### config.mk
export PLATFORM = sky130hd
export DESIGN_NAME = gpio_ports
export DESIGN_NICKNAME = d
export VERILOG_FILES = /design/src/core/gpio_ports_pkg.sv /design/src/core/gpio_ports.sv
export VERILOG_INCLUDE_DIRS = /design/src /design/src/core
export SDC_FILE = /design/constraint.sdc
export NUM_CORES = 1
export LEC_CHECK = 0
export ABC_AREA = 0
export BUFFER_PORTS_ARGS = -buffer_cell sky130_fd_sc_hd__buf_2
export CAP_MARGIN = 20
export CELL_PAD_IN_SITES_DETAIL_PLACEMENT = 1
export CELL_PAD_IN_SITES_GLOBAL_PLACEMENT = 1
export CORE_MARGIN = 5
export CORE_UTILIZATION = 34
export DETAILED_ROUTE_END_ITERATION = 7
export GPL_TIMING_DRIVEN = 1
export HOLD_SLACK_MARGIN = 0.12
export PLACE_DENSITY_LB_ADDON = 0.1
export SLEW_MARGIN = 20
export SYNTH_ARGS = -nofsm -noshare
export SYNTH_HDL_FRONTEND = slang
export SYNTH_SLANG_ARGS = --single-unit
### constraint.sdc
create_clock -name hclk -period 4.45 [get_ports hclk]
set_clock_uncertainty 0.2 [all_clocks]
set_input_delay 0.445 -clock hclk [delete_from_list [all_inputs] [get_ports hclk]]
set_output_delay 0.445 -clock hclk [all_outputs]
set_load 0.02 [all_outputs]
### src/core/gpio_ports_params.svh
// Offsets, reset values and field positions of the general-purpose port block.
// Assumes inclusion by bare name from the design module.
`ifndef GPIO_PORTS_PARAMS_SVH
`define GPIO_PORTS_PARAMS_SVH
`define P9_LATCH_ADDR 16'hFFDC
`define PB_LEVELS_ADDR 16'hFFDD
`define P9_DIR_ADDR 16'hFFEC
`define P9_LATCH_RESET 8'hC0
`define P9_DIR_RESET 8'hC0
`define P9_RSV_ONES 8'hC0
`define P9_PIN_MASK 8'h1F
`define P9_FLASH_MASK 8'h1E
`define DIR_READ_VALUE 8'hFF
`define ADDR_HI_MASK 32'hFFFF0000
`endif

### src/core/gpio_ports_pkg.sv
// Types shared by the general-purpose port block and its bench.
// Assumes nothing beyond the params header.
package gpio_ports_pkg;
  typedef enum logic [2:0]
  {
    MODE_ACTIVE,
    MODE_SUBACTIVE,
    MODE_SLEEP,
    MODE_SUBSLEEP,
    MODE_WATCH,
    MODE_STANDBY
  } op_mode_t;
  typedef struct packed
  {
    logic [4:0] o;
    logic [4:0] oe_n;
  } p9_pins_t;
  typedef struct packed
  {
    logic [7:0] o;
    logic [7:0] oe_n;
  } p8_pins_t;
endpackage : gpio_ports_pkg

### src/core/gpio_ports.sv
// Two port groups behind an AHB-Lite slave, plus low-power pin gating of ports 9 and 8.
// Assumes pin inputs synchronous to hclk and one slave on the bus.
//
// Added by the designer: the AHB-Lite interface to the registers.
`timescale 1ns/100ps
`include "gpio_ports_params.svh"

// Summary of operation
// - Five bidirectional pins, each direction selectable
// - Latch bits 4..0 drive output pins
// - Latch bits 7,6 read 1, unwritable
// - Latch bit 5 reads 0, unwritable
// - Flash variant: latch bit 0 reads 0
// - Output pin reads back latch value
// - Input pin reads sampled pin level
// - Latch resets to C0
// - Direction 1 output, 0 input
// - Direction write-only, reads ones, resets C0
// - Port 9 hi-Z reset/standby, hold sleep/watch
// - Port 8 same per-mode pin states
// - Eight input-only pins shared with analog
// - Input port reads pin levels, read-only
// - Selected analog channel pin reads 0
// - Input-only pins never driven
module gpio_ports #(
  parameter bit FLASH_VARIANT = 1'b0
) (
  input wire logic hclk,
  input wire logic hresetn,
  input wire logic hsel,
  input wire logic [31:0] haddr,
  input wire logic [1:0] htrans,
  input wire logic hwrite,
  input wire logic [2:0] hsize,
  input wire logic [31:0] hwdata,
  input wire logic hready,
  output logic [31:0] hrdata,
  output logic hreadyout,
  output logic hresp,
  input wire gpio_ports_pkg::op_mode_t op_mode,
  input wire logic [4:0] p9_in,
  output gpio_ports_pkg::p9_pins_t p9_pins,
  input wire logic [7:0] p8_out_func,
  input wire logic [7:0] p8_dir_func,
  output gpio_ports_pkg::p8_pins_t p8_pins,
  input wire logic [7:0] pb_in,
  input wire logic [7:0] analog_input_channel,
  input wire logic analog_sel_valid,
  input wire logic [2:0] analog_channel_select
);

  // ************************************************
  // Bus slave
  // ************************************************
  logic [7:0] port9_output_latch_r;
  logic [7:0] port9_direction_control_r;
  logic [15:0] addr_r;
  logic wr_r;
  wire addr_phase = hsel && hready && htrans[1];
  wire addr_ok = (haddr & `ADDR_HI_MASK) == 32'h00000000;

  always_ff @(posedge hclk or negedge hresetn)
  begin
    if (!hresetn)
    begin
      addr_r <= 16'h0000;
      wr_r <= 1'b0;
    end
    else
    begin
      addr_r <= haddr[15:0];
      wr_r <= addr_phase && hwrite && addr_ok;
    end
  end

  function automatic logic hit(input logic [15:0] a, input logic [15:0] t);
    hit = (a == t);
  endfunction : hit

  wire wr_latch = wr_r && hit(addr_r, `P9_LATCH_ADDR);
  wire wr_dir = wr_r && hit(addr_r, `P9_DIR_ADDR);

  // ************************************************
  // Port 9 registers
  // ************************************************
  wire [7:0] keep_mask = FLASH_VARIANT ? `P9_FLASH_MASK : `P9_PIN_MASK;
  wire [7:0] latch_nxt = (hwdata[7:0] & keep_mask) | `P9_RSV_ONES;
  wire [7:0] dir_nxt = (hwdata[7:0] & `P9_PIN_MASK) | `P9_RSV_ONES;

  always_ff @(posedge hclk or negedge hresetn)
  begin
    if (!hresetn)
    begin
      port9_output_latch_r <= `P9_LATCH_RESET;
      port9_direction_control_r <= `P9_DIR_RESET;
    end
    else
    begin
      if (wr_latch)
        port9_output_latch_r <= latch_nxt;
      if (wr_dir)
        port9_direction_control_r <= dir_nxt;
    end
  end

  // ************************************************
  // Read path
  // ************************************************
  // Read data is launched at the address phase so it stands in the data phase
  wire rd_now = addr_phase && !hwrite && addr_ok;
  wire [15:0] rd_addr = haddr[15:0];
  // Forward a write that is landing at this edge to a back-to-back read
  wire [7:0] latch_view = wr_latch ? latch_nxt : port9_output_latch_r;
  wire [7:0] dir_view = wr_dir ? dir_nxt : port9_direction_control_r;
  wire [4:0] dir5 = port9_direction_control_r[4:0];
  wire [4:0] dir5_rd = dir_view[4:0];
  wire [4:0] p9_rd = (dir5_rd & latch_view[4:0]) | (~dir5_rd & p9_in);
  wire [4:0] p9_rd_m = p9_rd & keep_mask[4:0];
  wire [7:0] p9_word = {2'b11, 1'b0, p9_rd_m};
  wire [7:0] an_mask = analog_sel_valid ? (8'h01 << analog_channel_select) : 8'h00;
  wire [7:0] pb_word = pb_in & ~an_mask;
  wire [7:0] rd_byte = hit(rd_addr, `P9_LATCH_ADDR) ? p9_word :
                       hit(rd_addr, `PB_LEVELS_ADDR) ? pb_word :
                       hit(rd_addr, `P9_DIR_ADDR) ? `DIR_READ_VALUE :
                       8'h00;
  wire [31:0] hrdata_nxt = rd_now ? {24'h000000, rd_byte} : 32'h00000000;

  // ************************************************
  // Pin drive per mode
  // ************************************************
  wire mode_off = (op_mode == gpio_ports_pkg::MODE_STANDBY);
  wire mode_hold = (op_mode == gpio_ports_pkg::MODE_SLEEP) ||
                   (op_mode == gpio_ports_pkg::MODE_SUBSLEEP) ||
                   (op_mode == gpio_ports_pkg::MODE_WATCH);
  gpio_ports_pkg::p9_pins_t p9_nxt;
  gpio_ports_pkg::p8_pins_t p8_nxt;

  always_comb
  begin
    p9_nxt = p9_pins;
    p8_nxt = p8_pins;
    if (mode_off)
    begin
      p9_nxt.o = 5'h00;
      p9_nxt.oe_n = 5'h1F;
      p8_nxt.o = 8'h00;
      p8_nxt.oe_n = 8'hFF;
    end
    else if (!mode_hold)
    begin
      p9_nxt.o = port9_output_latch_r[4:0];
      p9_nxt.oe_n = ~dir5;
      p8_nxt.o = p8_out_func;
      p8_nxt.oe_n = ~p8_dir_func;
    end
  end

  always_ff @(posedge hclk or negedge hresetn)
  begin
    if (!hresetn)
    begin
      p9_pins <= '{o: 5'h00, oe_n: 5'h1F};
      p8_pins <= '{o: 8'h00, oe_n: 8'hFF};
      hrdata <= 32'h00000000;
      hreadyout <= 1'b1;
      hresp <= 1'b0;
    end
    else
    begin
      p9_pins <= p9_nxt;
      p8_pins <= p8_nxt;
      hrdata <= hrdata_nxt;
      hreadyout <= 1'b1;
      hresp <= 1'b0;
    end
  end

  // Port B pins have no drive path at all.
  wire [7:0] unused_an = analog_input_channel;

endmodule : gpio_ports

# [After elaboration in Yosys (flattened, before gate mapping)]
# Cells that the tools add are included.
# W data, S select, Z words.
[totals] register_bits=61 out_inout_bits=60 word_cells=51
[op_classes] n_eq_ne=10 n_shift=1 mux=11 bitwise=8 reduce_logical=12
[ops] operator="$eq A16 B16 Y1 const B" count=5
[ops] operator="$mux W8" count=5
[ops] operator="$logic_not A32 Y1" count=1
[ops] operator="$mux W16" count=2
[ops] operator="$mux W10" count=2
[ops] operator="$not A8 Y8" count=2
[ops] operator="$and A5 B5 Y5" count=2
[ops] operator="$mux W5" count=2
[ops] operator="$not A5 Y5" count=2
[ops] operator="$and A8 B8 Y8" count=1
[ops] operator="$logic_and A1 B1 Y1" count=8
[ops] operator="$shl A1 B3 Y8 const A" count=1
[ops] operator="$eq A3 B2 Y1 const B" count=2
[ops] operator="$eq A3 B3 Y1 const B" count=2
[ops] operator="$or A5 B5 Y5" count=1
[ops] operator="$logic_or A1 B1 Y1" count=2
[ops] operator="$ne A2 B2 Y1 const B" count=1
[ops] operator="$logic_not A1 Y1" count=1

# [Logic depth before layout (Yosys ltp)]
[logic_depth] word_depth=8 depth_mapped=6 mapped_depth_nobuf=5

# [Least setup slack after synthesis]
# Ideal clock, no wire load.
[synth_path] kind="input port to flip-flop" start="in haddr[17]" end="reg hrdata[4]" setup_time_ns=0.086 t_arrival_ns=1.754 required_ns=4.164 slack_ns=2.410 path_stages=5 path_cell_list="or4_4 nor4_4 nand4_2 a21o_1 a32oi_1"
[synth_between] elab_chain_len=3
[synth_rtl] element="from (decl)" line_no="gpio_ports.sv:31" source="input wire logic [31:0] haddr,"
[synth_rtl] element="$logic_not A32 Y1" line_no="gpio_ports.sv:60" source="wire addr_ok = (haddr & `ADDR_HI_MASK) == 32'h00000000;"
[synth_rtl] element="$logic_and A1 B1 Y1" line_no="gpio_ports.sv:110" source="wire rd_now = addr_phase && !hwrite && addr_ok;"
[synth_rtl] element="$mux W8" line_no="gpio_ports.sv:126" source="wire [31:0] hrdata_nxt = rd_now ? {24'h000000, rd_byte} : 32'h00000000;"
[synth_rtl] element="via hrdata_nxt[4]" line_no="gpio_ports.sv:126"
[synth_rtl] element="to (signal assigned)" line_no="gpio_ports.sv:172" source="hrdata <= hrdata_nxt;"
[synth_rtl] element="to (decl)" line_no="gpio_ports.sv:37" source="output logic [31:0] hrdata,"
# The timed path passes the listed nets, and every way through them passes these cells.
# A chain may end at the register's enable or synchronous reset.

# [Final worst setup path]
[layout_path] start="in haddr[1]" end="reg hrdata[7]"
[layout_between] elab_chain_len=5
[layout_rtl] element="$eq A16 B16 Y1" line_no="gpio_ports.sv:77" source="hit = (a == t);"
[layout_rtl] element="$mux W8" line_no="gpio_ports.sv:124" source="hit(rd_addr, `P9_DIR_ADDR) ? `DIR_READ_VALUE :"
[layout_rtl] element="$mux W8" line_no="gpio_ports.sv:123" source="hit(rd_addr, `PB_LEVELS_ADDR) ? pb_word :"
[layout_rtl] element="$mux W8 *" line_no="gpio_ports.sv:122" source="wire [7:0] rd_byte = hit(rd_addr, `P9_LATCH_ADDR) ? p9_word :"
[layout_rtl] element="$mux W8 *" line_no="gpio_ports.sv:126"
[layout_rtl] element="via hrdata_nxt[7]" line_no="gpio_ports.sv:126"
# Mark *: on every way through the listed nets, which the timed path passes. The rest lies on a longest branch.

==> summary by stage <==
STA
The max-slew headroom at the worst pin is 0.494. In the finished design, the share of the clock period the worst path needs comes to 0.561. The slack of the critical path is approximately 2.0 ns. The slew at the pin closest to its max-slew limit is approximately 0.76 ns. The total setup violations reported at the end of the flow is 0. The number of pins exceeding their max-slew limit in the final report is 0.

The count of endpoints failing hold in the final timing report came to 0. After routing, the total negative slack on setup checks comes to 0 ns. The highest attainable clock frequency is 401 MHz. Subtracting the final worst setup slack from the clock period gives 2.50 ns. Setup repair after global routing left no endpoint under its margin.

Yosys
The share of flip-flops with an asynchronous set or reset is 1.00. The count of state elements after synthesis is 61. The share of the yosys chip area belonging to registers is 0.527. Yosys attributes the largest share of cell area to sky130_fd_sc_hd__dfrtp_1 (41%), sky130_fd_sc_hd__dfstp_2 (12%), sky130_fd_sc_hd__buf_4 (6.7%). A synthesized cell averages about 11 µm².

Yosys instantiated no cell more often than sky130_fd_sc_hd__dfrtp_1. The count of flip-flops with a built-in enable after synthesis is 0. The dominant combinational cell family by area after synthesis is simple AND/OR/NAND/NOR gates. The compound-cell area share of the yosys netlist is 0.170. For this run, the leading register cell type out of synthesis is sky130_fd_sc_hd__dfrtp_1.

The cell taking the most area after synthesis is sky130_fd_sc_hd__dfrtp_1. The simple-gate share of the synthesized area is 0.173. The cell area that synthesis handed to floorplanning was between 2000 and 3000 µm². The post-synthesis cell count is roughly 270. The count of cell types in the netlist is between 40 and 50.

The multiplexer fraction of the synthesized cell area is 0.0423. The total number of yosys warnings is 0. Of the total synthesized cell area, the portion taken by full adders, half adders and majority gates is 0. The fraction of synthesized cell area in xor and xnor cells is 0.00598. The area share of the largest cell type after synthesis is 0.410.

Sorting the synthesized cells by how often they occur yields sky130_fd_sc_hd__dfrtp_1 (48), sky130_fd_sc_hd__nor2_1 (27), sky130_fd_sc_hd__buf_4 (26).

Run
The tool flagged a number of max-cap violations equal to 0.

Worst hold path
The min-delay analysis places its worst path in the category in2reg.

Setup path
The category of the most critical setup path is in2reg. The slowest stage cell on the critical path is sky130_fd_sc_hd__dlygate4sd3_1. The highest net fanout along the worst path is 7. The required time reported for the critical path endpoint is approximately 4.5 ns. The critical path data arrival time is ~2.5 ns.

The worst setup path is captured at a flop. The total buffers and inverters traversed by the critical path is 2. The signal on the critical path passes through dlygate4sd3_1 > buf_2 > nand4b_1 > nor4_4 > and3_1 > a21boi_1 > o21ai_0. On the worst path, the slowest cell contributes a delay of approximately 0.55 ns. In this design, the largest share of critical-path delay is due to simple AND/OR/NAND/NOR gates. The type of element launching the critical path is an input port.

Pwr
The part of the total power dissipated in combinational logic is 0.182. The leakage power is between 1.5 and 2 nW. The power density relative to cell area is roughly 330 nW/µm². Of the total power, the clock network draws 0.336. The worst-case vdd ir drop is about 0.00012 V.

The share of power burned in registers is 0.483. Cell internal power was estimated by the tool at 920 µW. Summed over all nets, the switching power comes to between 300 and 400 µW.

The switching part of the total power is 0.293.

Clock network
The buffer cell driving the clock tree root is sky130_fd_sc_hd__clkbuf_8. The clock buffer count from CTS is 9. The later pin in the worst-skew pair is clocked with a latency of 0.33 ns.

The H-tree was split into 3 levels. The longest clock path from root to sink contains 2 buffers. The clock tree from TritonCTS is yes. The clock edge transition at the registers on the reported setup and hold paths is around 0.07 ns. The clock net sink count is 61.

Outcome
The run finished with clean final reports.

Global route
Entering global routing, the biggest net connects 62 pins. For this run, the total global-route usage over all layers was measured as 0.156. The wire length of the first global-routing pass is between 10000 and 15000 µm. The initial antenna violation count is 0. The total overflow left after global routing is 0. The via count of the first global-routing pass is roughly 2.6k.

Finish
The layout overhead on the synthesized area is 34.6%. The share of layout cells above drive strength 1 is 0.392. The final net count is 529. The number of antenna diodes in the final layout is 0.

Die
The die boundary width is around 100 µm. Row generation in the floorplan step produced 33 rows. The initial core utilization is 0.353. The number of top-level pins is roughly 180. The total area inside the core boundary comes to a little over 8000 µm². The die boundary height is roughly 100 µm.

The full die area is 10600 µm².

Detailed routing
The per-cell routed wire length is between 15 and 20 µm. Wire segments on met2 add up to ~3800 µm in the final route. The pre-antenna-repair detailed-routing pass consisted of 4 iterations. For this block, the initial DRC count from the detailed router was 84. The uppermost layer routed is met4. The via count is ~2.5k. The DRC violation count after routing is 0. The remaining antenna violation count is 0. Wire segments on met3 add up to ~690 µm in the final route.

After detailed routing, the total wire length is between 8000 and 9000 µm. The number of vias per cell after detailed routing is approximately 4.8. The wire length on met1 is 3500 µm.

Placed design
The congestion estimate from routability-driven global placement came to about 0.73. Timing analysis after detailed placement gives a worst setup slack of about 2.1 ns. The count of buffers inserted at the top-level ports is around 110. Detailed placement finished with a half-perimeter wire length of 5980 µm.
[cell usage in the layout (no fill, tap or decap), types with 3 or more instances in the layout]
cell | Yosys | layout
sky130_fd_sc_hd__a21o_1 | 5 | 5
sky130_fd_sc_hd__conb_1 | 2 | 26
sky130_fd_sc_hd__a32oi_1 | 5 | 5
sky130_fd_sc_hd__clkbuf_8 | 0 | 10
sky130_fd_sc_hd__dfrtp_1 | 48 | 48
sky130_fd_sc_hd__a21oi_1 | 19 | 19
sky130_fd_sc_hd__mux2_2 | 11 | 11
sky130_fd_sc_hd__clkinv_4 | 0 | 3
sky130_fd_sc_hd__nor2_1 | 27 | 27
sky130_fd_sc_hd__nor2b_1 | 4 | 4
sky130_fd_sc_hd__nand4_1 | 4 | 4
sky130_fd_sc_hd__dlygate4sd3_1 | 0 | 24
sky130_fd_sc_hd__nand2_1 | 16 | 16
sky130_fd_sc_hd__nand3_1 | 3 | 3
sky130_fd_sc_hd__nor3b_1 | 5 | 5
sky130_fd_sc_hd__o21ai_0 | 17 | 17
sky130_fd_sc_hd__nand2b_1 | 7 | 7
sky130_fd_sc_hd__dfstp_2 | 13 | 13
sky130_fd_sc_hd__buf_2 | 2 | 112
sky130_fd_sc_hd__a22o_1 | 18 | 18
sky130_fd_sc_hd__buf_4 | 26 | 3
sky130_fd_sc_hd__a31oi_1 | 5 | 5
[path summary, 6_finish.rpt]
| kind | startpoint | to | slack, ns | cells after the start |
|---|---|---|---|---|
| max | haddr[1] | hrdata[7]$_DFF_PN0_ | 1.95 | 7 |
| min | p8_out_func[3] | p8_pins[11]$_DFFE_PN0P_ | 0.14 | 2 |
| max reg2reg | addr_r[0]$_DFF_PN0_ | port9_output_latch_r[0]$_DFF_PN0_ | 2.46 | 5 |
| min reg2reg | p8_pins[11]$_DFFE_PN0P_ | p8_pins[11]$_DFFE_PN0P_ | 0.30 | 1 |
| max in group asynchronous | hresetn | addr_r[5]$_DFF_PN0_ | 2.95 | 3 |
| min in group asynchronous | hresetn | p8_pins[14]$_DFFE_PN0P_ | 0.61 | 3 |
[area by class of cell]
type                    instances  area (µm²)
inverters                       1        3.75
clock inverters                 4        33.8
fillers                       963        4360
well taps                     105         131
flip-flops and latches         61        1540
clock buffers                  12         145
repair buffers                139         823
multi-input cells             199        1260
[per-stage QoR]
step           power (mW)  instances  area [µm²]  utilization  hold slack (ns)
6_report             1.30        521        3940        0.475            0.137
5_1_grt              1.37        521        3940        0.475            0.128
4_1_cts              1.32        521        3940        0.475            0.126
3_5_place_dp        0.862        481        3520        0.425            0.280
3_3_place_gp        0.852        481        3510        0.423            0.278
2_1_floorplan       0.773        295        3020            -          -0.0506
[kinds of logic after synthesis]
| kind of cell | Yosys count |
|---|---|
| XOR/XNOR | 2 |
| AND/OR/NAND/NOR | 84 |
| multiplexers | 11 |
| AO/OA/AOI/OAI | 76 |
| other | 2 |
| flip-flops | 61 |
| buffers and inverters | 35 |
[what timing repair did]
| item | CTS | global route |
|---|---|---|
| hold buffers | 24 | 0 |
| endpoints found under the hold margin | 71 | 0 |
| resized for setup | 0 | 0 |
| setup buffers | 0 | 0 |
[state kept, by name, indices dropped and copies added, names as in the netlist]
register                   cells
addr_r                        16
p8_pins                       16
p9_pins                       10
hrdata                         8
port9_direction_control_r      5
port9_output_latch_r           5
wr_r                           1
[power by group through the flow]
stage	registers (mW)	clock network (mW)	logic, mW
6_report	0.629	0.437	0.237
5_1_grt	0.633	0.479	0.261
4_1_cts	0.629	0.452	0.239
3_5_place_dp	0.639	0	0.223
3_3_place_gp	0.635	0	0.217
2_1_floorplan	0.670	0	0.103
[per-layer routing]
| layer | vias up | GRT usage |
|---|---|---|
| li1 | 1218 | - |
| met1 | 1184 | 0.200 |
| met2 | 107 | 0.259 |
| met3 | 7 | 0.0413 |
| met4 | 0 | 0.0488 |
| met5 | - | 0 |
Power figures use the tool's default switching activity.
